===== config.mk =====
export PLATFORM = sky130hd
export DESIGN_NAME = psm_strap_loader
export DESIGN_NICKNAME = d
export VERILOG_FILES = /design/src/psm_pkg.sv /design/src/psm_strap_loader.sv
export VERILOG_INCLUDE_DIRS = /design/src
export SDC_FILE = /design/constraint.sdc
export NUM_CORES = 1
export LEC_CHECK = 0
export BUFFER_PORTS_ARGS = -buffer_cell sky130_fd_sc_hd__buf_2
export CORE_ASPECT_RATIO = 1.2
export CORE_MARGIN = 2
export CORE_UTILIZATION = 48
export DETAILED_ROUTE_END_ITERATION = 12
export HOLD_SLACK_MARGIN = 0.12
export PLACE_DENSITY = 0.82
export SETUP_SLACK_MARGIN = 0.5
export SLEW_MARGIN = 10
export SYNTH_ARGS = -nofsm -noshare
export SYNTH_HDL_FRONTEND = slang
export SYNTH_SLANG_ARGS = --single-unit

===== constraint.sdc =====
create_clock -name clk_in -period 2.4 [get_ports clk_in]
set_clock_uncertainty 0.15 [all_clocks]
set_input_delay 0.12 -clock clk_in [delete_from_list [all_inputs] [get_ports clk_in]]
set_output_delay 0.12 -clock clk_in [all_outputs]
set_load 0.005 [all_outputs]

===== src/psm_defs.svh =====
// constants of the port speed and mode strap loader
`ifndef PSM_DEFS_SVH
`define PSM_DEFS_SVH
`define PSM_NPORTS          4
`define PSM_ADDR_W          4
`define PSM_DATA_W          32
`define PSM_PIN_W           10
`define PSM_REG_STATUS      4'h0
`define PSM_REG_OVERRIDE    4'h4
`define PSM_REG_PINS        4'h8
`define PSM_STAT_PHY_BIT    8
`define PSM_STAT_RATE_BIT   9
`define PSM_STAT_VALID_BIT  10
`define PSM_OVR_CODE_LSB    4
`define PSM_PIN_RATE_BIT    8
`define PSM_PIN_SIDE_BIT    9
`define PSM_CODE_AUTONEG    2'h0
`define PSM_CODE_10T        2'h1
`define PSM_CODE_FX         2'h2
`define PSM_CODE_TX         2'h3
`define PSM_CODE_RST        2'h3
`define PSM_PHY_SIDE_RST    1'h1
`define PSM_RATE_RST        1'h1
`define PSM_OVR_EN_RST      4'h0
`define PSM_OVR_CODE_RST    8'hFF
`define PSM_SETTLE_CYCLES   2'h2
`define PSM_CLK_KHZ         25000
`define PSM_SLOW_CLK_KHZ    2500
`define PSM_SLOW_HALF_CYC   (`PSM_CLK_KHZ / (2 * `PSM_SLOW_CLK_KHZ))
`define PSM_DIV_W           3
`endif


===== src/psm_pkg.sv =====
// types of the port speed and mode strap loader
package psm_pkg;
    typedef struct packed {
        logic autoneg;
        logic force_10t;
        logic force_fx;
        logic force_tx;
    } psm_port_cfg_t;

    typedef struct packed {
        logic o;
        logic oe;
    } psm_pin_t;

    typedef enum logic {
        PSM_SETTLE,
        PSM_RUN
    } psm_state_t;
endpackage


===== src/psm_strap_loader.sv =====
// strap loader: per-port speed codes, expansion port rate and side
//
// Function
// latch two-bit speed code per port at reset
// rate input sets interface rate and statistics segment
// host asks 10 Mbps only in PHY side
// select high: act as PHY side, drive clocks
// select low: act as MAC side, release clocks
// side select captured only at reset
// PHY side drives 2.5 or 25 MHz clock
// floating inputs read high, giving 100BASE-TX
`include "psm_defs.svh"

module psm_strap_loader
    import psm_pkg::*;
(
    input  wire logic                          clk_in,
    input  wire logic                          rst_in,
    input  wire logic [`PSM_NPORTS-1:0]        line_port_speed_code_low_in,
    input  wire logic [`PSM_NPORTS-1:0]        line_port_speed_code_high_in,
    input  wire logic                          expansion_port_rate_select_in,
    input  wire logic                          expansion_port_side_select_in,
    input  wire logic [`PSM_ADDR_W-1:0]        reg_addr_in,
    input  wire logic [`PSM_DATA_W-1:0]        reg_wdata_in,
    input  wire logic                          reg_wr_in,
    input  wire logic                          reg_rd_in,
    output logic      [`PSM_DATA_W-1:0]        reg_rdata_out,
    output psm_port_cfg_t [`PSM_NPORTS-1:0]    port_cfg_out,
    output logic                               rate_100_out,
    output logic                               stats_segment_100_out,
    output logic                               phy_side_out,
    output logic                               config_valid_out,
    output psm_pin_t                           expansion_tx_clock_out,
    output psm_pin_t                           expansion_rx_clock_out
);

    logic [`PSM_PIN_W-1:0]         pin_sync1_r;
    logic [`PSM_PIN_W-1:0]         pin_sync2_r;
    psm_state_t                    state_r;
    logic [1:0]                    settle_cnt_r;
    logic [`PSM_NPORTS-1:0][1:0]   code_r;
    logic [`PSM_NPORTS-1:0][1:0]   eff_code;
    logic [`PSM_NPORTS-1:0]        ovr_en_r;
    logic [`PSM_NPORTS-1:0][1:0]   ovr_code_r;
    logic                          phy_side_r;
    logic                          rate_r;
    logic                          valid_r;
    logic [`PSM_DIV_W-1:0]         div_cnt_r;
    logic                          div_r;
    logic [`PSM_DATA_W-1:0]        rdata_r;
    logic [`PSM_DATA_W-1:0]        rdata_nxt;
    logic                          settle_done;
    logic                          drive_clk;
    logic                          tx_clk_src;

    localparam logic [`PSM_DIV_W-1:0] DIV_LAST =
        `PSM_DIV_W'(`PSM_SLOW_HALF_CYC - 1);

    // pins are board levels, foreign to clk_in; two flops before use
    always_ff @(posedge clk_in or posedge rst_in) begin
        if (rst_in) begin
            pin_sync1_r <= '1;
            pin_sync2_r <= '1;
        end else begin
            pin_sync1_r <= {expansion_port_side_select_in,
                            expansion_port_rate_select_in,
                            line_port_speed_code_high_in,
                            line_port_speed_code_low_in};
            pin_sync2_r <= pin_sync1_r;
        end
    end

    // wait until the synchroniser holds post-reset pin levels
    assign settle_done = (settle_cnt_r == `PSM_SETTLE_CYCLES);

    always_ff @(posedge clk_in or posedge rst_in) begin
        if (rst_in) begin
            state_r      <= PSM_SETTLE;
            settle_cnt_r <= 2'h0;
        end else begin
            case (state_r)
                PSM_SETTLE: begin
                    if (settle_done) begin
                        state_r <= PSM_RUN;
                    end else begin
                        settle_cnt_r <= settle_cnt_r + 2'h1;
                    end
                end
                PSM_RUN: begin
                    state_r <= PSM_RUN;
                end
                default: begin
                    state_r <= PSM_SETTLE;
                end
            endcase
        end
    end

    // capture speed codes
    // side select caught once
    always_ff @(posedge clk_in or posedge rst_in) begin
        if (rst_in) begin
            code_r     <= {`PSM_NPORTS{`PSM_CODE_RST}};
            phy_side_r <= `PSM_PHY_SIDE_RST;
            valid_r    <= 1'h0;
        end else if (state_r == PSM_SETTLE && settle_done) begin
            for (int i = 0; i < `PSM_NPORTS; i++) begin
                code_r[i] <= {pin_sync2_r[i + `PSM_NPORTS],
                              pin_sync2_r[i]};
            end
            phy_side_r <= pin_sync2_r[`PSM_PIN_SIDE_BIT];
            valid_r    <= 1'h1;
        end
    end

    // rate follows its input
    always_ff @(posedge clk_in or posedge rst_in) begin
        if (rst_in) begin
            rate_r <= `PSM_RATE_RST;
        end else begin
            rate_r <= pin_sync2_r[`PSM_PIN_RATE_BIT];
        end
    end

    // software override lets a port be forced without rewiring straps
    always_ff @(posedge clk_in or posedge rst_in) begin
        if (rst_in) begin
            ovr_en_r   <= `PSM_OVR_EN_RST;
            ovr_code_r <= `PSM_OVR_CODE_RST;
        end else if (reg_wr_in && reg_addr_in == `PSM_REG_OVERRIDE) begin
            ovr_en_r   <= reg_wdata_in[`PSM_NPORTS-1:0];
            ovr_code_r <= reg_wdata_in[`PSM_OVR_CODE_LSB +:
                                       2 * `PSM_NPORTS];
        end
    end

    genvar g;
    generate
        for (g = 0; g < `PSM_NPORTS; g++) begin : g_port
            assign eff_code[g] = ovr_en_r[g] ? ovr_code_r[g] : code_r[g];
            // decode speed code
            // code 11 is 100BASE-TX
            assign port_cfg_out[g].autoneg   =
                (eff_code[g] == `PSM_CODE_AUTONEG);
            assign port_cfg_out[g].force_10t =
                (eff_code[g] == `PSM_CODE_10T);
            assign port_cfg_out[g].force_fx  =
                (eff_code[g] == `PSM_CODE_FX);
            assign port_cfg_out[g].force_tx  =
                (eff_code[g] == `PSM_CODE_TX);
        end
    endgenerate

    // free-running divide for the 2.5 MHz clock
    always_ff @(posedge clk_in or posedge rst_in) begin
        if (rst_in) begin
            div_cnt_r <= '0;
            div_r     <= 1'h0;
        end else if (div_cnt_r == DIV_LAST) begin
            div_cnt_r <= '0;
            div_r     <= ~div_r;
        end else begin
            div_cnt_r <= div_cnt_r + `PSM_DIV_W'(1);
        end
    end

    // clock source by rate
    // a rate change mid-run can give one short clock phase; the rate
    // strap is expected to be static while traffic flows
    assign tx_clk_src = rate_r ? clk_in : div_r;

    // PHY side drives clocks
    // MAC side leaves clocks to the PHY
    assign drive_clk = valid_r & phy_side_r;

    assign expansion_tx_clock_out.o  = drive_clk & tx_clk_src;
    assign expansion_tx_clock_out.oe = drive_clk;
    assign expansion_rx_clock_out.o  = drive_clk & tx_clk_src;
    assign expansion_rx_clock_out.oe = drive_clk;

    // rate and statistics segment
    assign rate_100_out          = rate_r;
    assign stats_segment_100_out = rate_r;
    assign phy_side_out          = phy_side_r;
    assign config_valid_out      = valid_r;

    always_comb begin
        rdata_nxt = '0;
        case (reg_addr_in)
            `PSM_REG_STATUS: begin
                for (int i = 0; i < `PSM_NPORTS; i++) begin
                    rdata_nxt[2 * i +: 2] = code_r[i];
                end
                rdata_nxt[`PSM_STAT_PHY_BIT]   = phy_side_r;
                rdata_nxt[`PSM_STAT_RATE_BIT]  = rate_r;
                rdata_nxt[`PSM_STAT_VALID_BIT] = valid_r;
            end
            `PSM_REG_OVERRIDE: begin
                rdata_nxt[`PSM_NPORTS-1:0] = ovr_en_r;
                rdata_nxt[`PSM_OVR_CODE_LSB +: 2 * `PSM_NPORTS] =
                    ovr_code_r;
            end
            `PSM_REG_PINS: begin
                rdata_nxt[`PSM_PIN_W-1:0] = pin_sync2_r;
            end
            default: begin
                rdata_nxt = '0;
            end
        endcase
    end

    // read data stands only in the cycle after the strobe
    always_ff @(posedge clk_in or posedge rst_in) begin
        if (rst_in) begin
            rdata_r <= '0;
        end else if (reg_rd_in) begin
            rdata_r <= rdata_nxt;
        end else begin
            rdata_r <= '0;
        end
    end

    assign reg_rdata_out = rdata_r;

    generate
        for (g = 0; g < `PSM_NPORTS; g++) begin : g_chk

        end
    endgenerate
endmodule

# [Word-level counts from Yosys, hierarchy flattened]
# Index checks and enable logic that the tools add are counted.
[word_totals] regBits=82 inputBits=50 output_inout_bits=56 elab_cells=62
[classes] n_addsub=2 eq_ne=16 n_mux=12 bitwise=5 n_reduce_logical=8
[op_table] cell="case mux 10 bit (3 select lines)" count=1
[op_table] cell="equality test 2 bit, second input constant" count=9
[op_table] cell="two-way mux 12 bit" count=1
[op_table] cell="equality test 2 x 1 -> 1 bit, second input constant" count=4
[op_table] cell="zero test 2 bit" count=4
[op_table] cell="two-way mux 2 bit" count=4
[op_table] cell="equality test 4 x 3 -> 1 bit, second input constant" count=1
[op_table] cell="equality test 4 bit, second input constant" count=1
[op_table] cell="zero test 4 bit" count=1
[op_table] cell="case mux 1 bit (2 select lines)" count=2
[op_table] cell="adder 3 x 1 -> 3 bit, second input constant" count=1
[op_table] cell="equality test 3 bit, second input constant" count=1
[op_table] cell="two-way mux 1 bit" count=3
[op_table] cell="two-way mux 3 bit" count=1
[op_table] cell="NOT 1 bit" count=3
[op_table] cell="adder 2 x 1 -> 2 bit, second input constant" count=1
[op_table] cell="bitwise AND 1 bit" count=2
[op_table] cell="logical AND 1 bit" count=2
[op_table] cell="AND reduction 2 bit" count=1

# [Logic depth before layout (Yosys ltp)]
# Gate-level depths: netlist of the first run.
[depth] ltp_word=3 depth_mapped=6 depth_no_buf=5

==> results of run 1 <==
## sequential cells by signal, indices dropped and copies added (netlist names)
signal            flops
rate_100_out          1
code_r                8
div_r                 1
config_valid_out      1
settle_cnt_r          2
pin_sync2_r          10
ovr_code_r            8
ovr_en_r              4
pin_sync1_r          10
state_r               1
phy_side_out          1
reg_rdata_out        12
div_cnt_r             3
## kinds of logic after synthesis
| logic type | count (synthesis) |
|---|---|
| flip-flops | 62 |
| multiplexers | 29 |
| AO/OA/AOI/OAI | 30 |
| buffers and inverters | 41 |
| adder cells (fa/ha/maj) | 3 |
| AND/OR/NAND/NOR | 38 |
| XOR/XNOR | 2 |
| other | 1 |
## how the worst max path moves through the flow
stage                                      to  slack, ps  cells after the start
floorplan           expansion_tx_clock_out[1]        610                      3
global placement    expansion_rx_clock_out[1]        650                      3
detailed placement  expansion_rx_clock_out[1]        650                      3
CTS                 expansion_tx_clock_out[1]       -390                     11
global route        expansion_tx_clock_out[1]       -320                     11
finish              expansion_tx_clock_out[1]       -250                     11
## what timing repair did
| item | in CTS | in global routing |
|---|---|---|
| pin swaps | 0 | 1 |
| cloned | 0 | 0 |
| setup buffers | 2 | 4 |
| endpoints found under the hold margin | 74 | 0 |
| hold buffers | 33 | 0 |
| resized for setup | 3 | 10 |
| setup endpoints to repair | 3 | 8 |
## final cells by class
cell class | count | share of cell area (%)
clock buffers | 24 | 8.63
clock inverters | 4 | 1.20
inverters | 13 | 1.29
multi-input cells | 122 | 25.2
flip-flops and latches | 62 | 42.4
well taps | 64 | 2.12
repair buffers | 104 | 19.2
## placed cells by master, fill, tap and decap left out, types with 2 or more instances in the layout
cell type	n
conb_1	20
nor2_1	10
clkbuf_8	13
xnor2_1	2
nor2b_1	3
buf_6	3
mux2_2	17
clkinv_2	3
mux2_4	10
dfrtp_1	24
nand2_1	7
buf_8	8
nand2b_1	10
ha_1	3
mux2i_1	2
o32ai_1	10
buf_2	63
o22ai_1	6
a22oi_1	7
inv_1	12
dfstp_2	38
buf_4	6
dlygate4sd3_1	33
a222oi_1	4
## power by group through the flow
stage | Combinational [uW] | Sequential (uW) | Clock (uW)
2_1_floorplan | 245 | 1240 | 18.4
3_3_place_gp | 321 | 1270 | 19.6
3_5_place_dp | 331 | 1280 | 19.6
4_1_cts | 375 | 1260 | 1320
5_1_grt | 423 | 1280 | 1470
6_report | 385 | 1260 | 1370
## worst register-to-register path, delay by kind of cell (launching register included)
kind | cells | cell delay, ps
multiplexers | 1 | 410
AND/OR/NAND/NOR | 1 | 370
flip-flops | 1 | 360
adder cells (fa/ha/maj) | 1 | 200
buffers and inverters | 1 | 50
## through the flow
| step | utilization, % | hold slack, ps | setup slack, ps | power, uW |
|---|---|---|---|---|
| finish | 67.8 | 159 | -253 | 3010 |
| global route | 67.8 | 145 | -316 | 3170 |
| global placement | 54.4 | 78.0 | 646 | 1610 |
| CTS | 66.9 | 144 | -387 | 2960 |
| floorplan | - | -25.5 | 614 | 1500 |
| detailed placement | 54.4 | 76.2 | 646 | 1630 |
## metal layers
| metal | vias to the layer above | routed length, um | GRT usage (%) |
|---|---|---|---|
| li1 | 918 | - | - |
| met1 | 947 | 2390 | 23.7 |
| met2 | 89 | 2990 | 30.2 |
| met3 | 18 | 379 | 8.84 |
| met4 | 0 | 147 | 18.4 |
| met5 | - | 0 | 0 |
==> flow_summary.ini, run 1 <==
[power_and_ir_drop]
power_switching_share_pct = 24.3
cell_internal_pwr_uw = 2280
power_leakage_uw = 0.00181
power_frac_comb_pct = 12.8
power.switching_uw = 734
pwr-share-seq_pct = 41.9
power_per_standard_cell_area_mw_per_mm2 = 800
pwr-share-clk_pct = 45.3
max-vdd-ir-drop_mv = 0.399

[min_path]
holdPathEnd = pin_sync1_r[5]$_DFF_PP1_
holdCritStartpoint = line_port_speed_code_high_in[1]
hold_class = primary input to register
timing.hold.worst_path_depth = 2

[timing]
finalHoldViolations = 0
timing.setup.tns_ps = -501
rsz0062_at_grt = true
worst_slew_pin_slew_ps = 688
timing_max_transition_violations_final = 0
setup_slack_ps = -253
slew-limit-headroom_pct = 54.0
setup_viol = 2

[logic_synthesis]
synthTopCellsByCount = 38 x dfstp_2, 24 x buf_4, 24 x dfrtp_1, 17 x mux2_2, 13 x inv_1
synth-edff-count = 0
synthXorXnorAreaFrac_pct = 0.644
dominant_cell_by_count_in_the_synthesized_netlist = dfstp_2
yosysSeqAreaShare_pct = 58.8
post-synth-top-area-cell = dfstp_2
synthesis.area_per_instance_um2 = 13.2
yosys.area_share.simple_pct = 7.82
post_synth_mux_area_share_pct = 13.3
top_post_synthesis_cells_by_area = dfstp_2 37%, dfrtp_1 22%, mux2_2 7.0%
synth-main-ff-cell = dfstp_2
yosysWarningCount = 0
synthAdderAreaFrac_pct = 1.38
ys_async_sr_fraction_pct = 100
synth_compound_area_share_pct = 8.65
synthesis.instances = 206
synth_top_area_share_pct = 36.7
synth_seq_cells = 62
synth.lib_cells_used.distinct = 32
synth_top_family_by_area = multiplexers
synth_area_mm2 = 0.00272

[cells_and_area]
syn_to_final_growth_pct = 38.5
finish.cell_count_without_fillers = 393
filler_cell_count = 403
multi_input_comb_area_um2 = 948
area.sequential_mm2 = 0.00160
net_total_in_the_final_layout = 377
postLayoutCellArea_mm2 = 0.00377
n_antenna_cell = 0
post_route_cells_drive_above_1_share_pct = 51.4

[worst_setup_path]
worstReg2RegStart = settle_cnt_r[0]$_DFFE_PP0P_
worst_path_max_delay_cell = clkbuf_8
critPathMostFrequentCell = buf_8
timing.critical_path.cells = buf_8, buf_8, buf_8, buf_8, buf_8, buf_8, mux2i_1, nor2b_1, clkbuf_8, buf_8, buf_6
r2r_setup_slack_ps = 790
worst-endpoint-required_ps = 2130
critical_path.top_delay_family = buffers and inverters
start_kind = clock port
timing.critical_path.slowest_cell_delay_ps = 140
critPathBufInv = 9
timing_worst_setup_path_type = clock port to output port
timing.critical_path.fanout_max = 2
critPathArrivalTime_ps = 2380
worst_r2r_path_depth = 4
worstReg2RegEnd = code_r[6]$_DFFE_PP1P_
worst_setup_path_end_kind = output port
critical_path.startpoint = clk_in

[run]
max_cap_violations = 0

[drt]
avgViaCountPerCell = 5.02
detail_route.drc_violations = 0
antenna_left = 0
drt_pass1_iterations = 5
postRouteWirelength_um = 5910
vias = 1972
drt-wirelength-per-cell_um = 15.0
1st_iter_drt_viols = 170

[global_route]
first_global_vias = 2001
grt_overflow_total = 0
initial_antenna_violation_count = 0
groute.usage.overall_pct = 21.0
grt_max_degree = 34
wire_length_of_the_first_global_routing_pass_um = 9270

[place]
place.gp.congestion = 0.794
hpwl_um = 3670
place.detailed.instances = 328
postPlaceCellArea_mm2 = 0.00302
port_buffers = 65

[die]
core_area_mm2 = 0.00556
ios = 106
die_ht_um = 86.5
die_width_um = 72.7
rows = 30
die-area_mm2 = 0.00629
initial_core_util_pct = 49.0

[status]
failing_checks = setup timing
status = complete, but fails checks

[clocking]
insertion_delay_ps = 450
tritoncts_clock_tree = built
clk_pin_slew_worst_paths_ps = 60
No activity file was read; power rests on OpenSTA's default activity.
==> run 2: changes to the inputs <==
Clock period 2.4 ns to 2.45 ns, I/O delays scaled along.
==> run 2 against run 1 <==
Effect of this change:
- the flow still finishes with violations (setup timing)
- register-to-register slack better by 80 ps
- flip-flop and latch count unchanged
- clock power about the same
- routed wire length decreased by 4.7%
- critical path depth unchanged
- power decreased by 1.2%
- final cell count is 1.0% lower
- via count decreased by 3.2%
- sequential power about the same
- highest routed layer unchanged
- combinational power decreased by 4%
- non-clock buffer count decreased by 4
- global-route usage fell by 0.63 points
==> flow_summary.ini, run 2 (synthesis gave the netlist of run 1 again) <==
[timing]
rsz0062_at_grt = true
setup_slack_ps = -218
slew-limit-headroom_pct = 57.0
finalHoldViolations = 0
holdWs_ps = 91.9
worst_slew_pin_slew_ps = 639
setup_viol = 2
timing_max_transition_violations_final = 0

[min_path]
holdCritStartpoint = reg_addr_in[1]
hold_class = primary input to register

[die]
ios = 106
rows = 30
die-area_mm2 = 0.00629
die_ht_um = 86.5
core_area_mm2 = 0.00556
die_width_um = 72.7
initial_core_util_pct = 49.0

[drt]
drt-wirelength-per-cell_um = 14.5
detail_route.drc_violations = 0
postRouteWirelength_um = 5630
antenna_left = 0
avgViaCountPerCell = 4.91
drt_pass1_iterations = 4
vias = 1909
1st_iter_drt_viols = 105

[worst_setup_path]
critPathBufInv = 9
critical_path.top_delay_family = buffers and inverters
timing.critical_path.cells = buf_8, buf_8, buf_8, buf_8, buf_8, buf_8, mux2i_1, nor2b_1, clkbuf_8, buf_8, buf_6
start_kind = clock port
timing_worst_setup_path_type = clock port to output port
timing.critical_path.fanout_max = 2
timing.critical_path.slowest_cell_delay_ps = 140
critPathArrivalTime_ps = 2400
worst-endpoint-required_ps = 2180
critical_path.startpoint = clk_in
worst_path_max_delay_cell = clkbuf_8
worst_setup_path_end_kind = output port
worstReg2RegStart = settle_cnt_r[0]$_DFFE_PP0P_
critPathMostFrequentCell = buf_8

[global_route]
grt_max_degree = 26
globalRouteMet2Util_pct = 29.2
wire_length_of_the_first_global_routing_pass_um = 8890
grt_overflow_total = 0
first_global_vias = 1891
initial_antenna_violation_count = 0
met1_usage_pct = 23.1
grt_util_met3_pct = 7.79
groute.usage.overall_pct = 20.4
gr-max-usage-layer = met2

[status]
failing_checks = setup timing
status = complete, but fails checks

[cells_and_area]
syn_to_final_growth_pct = 37.4
layout_commonest_cell = buf_2
post_route_cells_drive_above_1_share_pct = 51.1
net_total_in_the_final_layout = 373
n_antenna_cell = 0
flip_flop_count_of_the_largest_register_after_layout = 12
most_used_cells_in_the_layout_excluding_fill_and_tap_cells = 63 x buf_2, 38 x dfstp_2, 31 x dlygate4sd3_1

[place]
place.gp.congestion = 0.825
preCtsSetupSlack_ps = 668
hpwl_um = 3650
port_buffers = 65

[power_and_ir_drop]
power_per_standard_cell_area_mw_per_mm2 = 797
power_leakage_uw = 0.00179
max-vdd-ir-drop_mv = 0.424

[clocking]
insertion_delay_ps = 450
clk_pin_slew_worst_paths_ps = 70
tritoncts_clock_tree = built

[run]
max_cap_violations = 0
-- run 2: power breakdown --
group	switching [uW]	total [uW]	leakage, uW	internal (uW)
combinational	150	368	0.000885	218
sequential	95.9	1240	0.000702	1140
clock	472	1370	0.000200	901
-- run 2: per-layer routing --
metal / vias to the layer above / routed length, um
met3: 15 / 316
met5: - / 0
met2: 81 / 2730
li1: 912 / -
met1: 901 / 2400
met4: 0 / 177
-- run 2: final timing paths --
path / end / slack [ps] / depth (start not counted)
setup reg to reg: code_r[6]$_DFFE_PP1P_ / 870 / 4
hold / removal: reg_rdata_out[4]$_DFF_PP0_ / 90 / 4
min in group asynchronous: ovr_en_r[2]$_DFFE_PP0P_ / 660 / 4
hold reg to reg: pin_sync2_r[0]$_DFF_PP1_ / 200 / 0
max in group asynchronous: pin_sync1_r[7]$_DFF_PP1_ / 770 / 5
setup / recovery: expansion_rx_clock_out[1] / -220 / 11
-- run 2: stage by stage --
stage          area, um2  power [uW]  TNS (ps)  instances  utilization (%)
2_1_floorplan       2790        1470         0        225                -
5_1_grt             3740        3120      -620        389             67.3
6_report            3740        2980      -434        389             67.3
3_5_place_dp        3020        1590         0        329             54.3
3_3_place_gp        3020        1580         0        329             54.3
4_1_cts             3690        2930      -674        387             66.5
-- run 2: repair_timing --
action / 4_1_cts / 5_1_grt
setup buffers: 1 / 1
hold buffers: 31 / 1
pin swaps: 0 / 1
hold endpoints to repair: 76 / 1
resized for setup: 2 / 12
endpoints found under the setup margin: 3 / 4
-- run 2: worst register-to-register path, cell delays in order (launching register included) --
cell and delay [ps]:
dfrtp_1 350, inv_1 50, ha_1 190, nand2b_1 370
mux2_2 400
-- run 2: cell type report --
class                   instances  area (um2)
clock inverters                 3        42.5
well taps                      64        80.1
flip-flops and latches         62        1600
clock buffers                  25         339
multi-input cells             122         948
inverters                      13        48.8
fillers                       416        1820
repair buffers                100         679
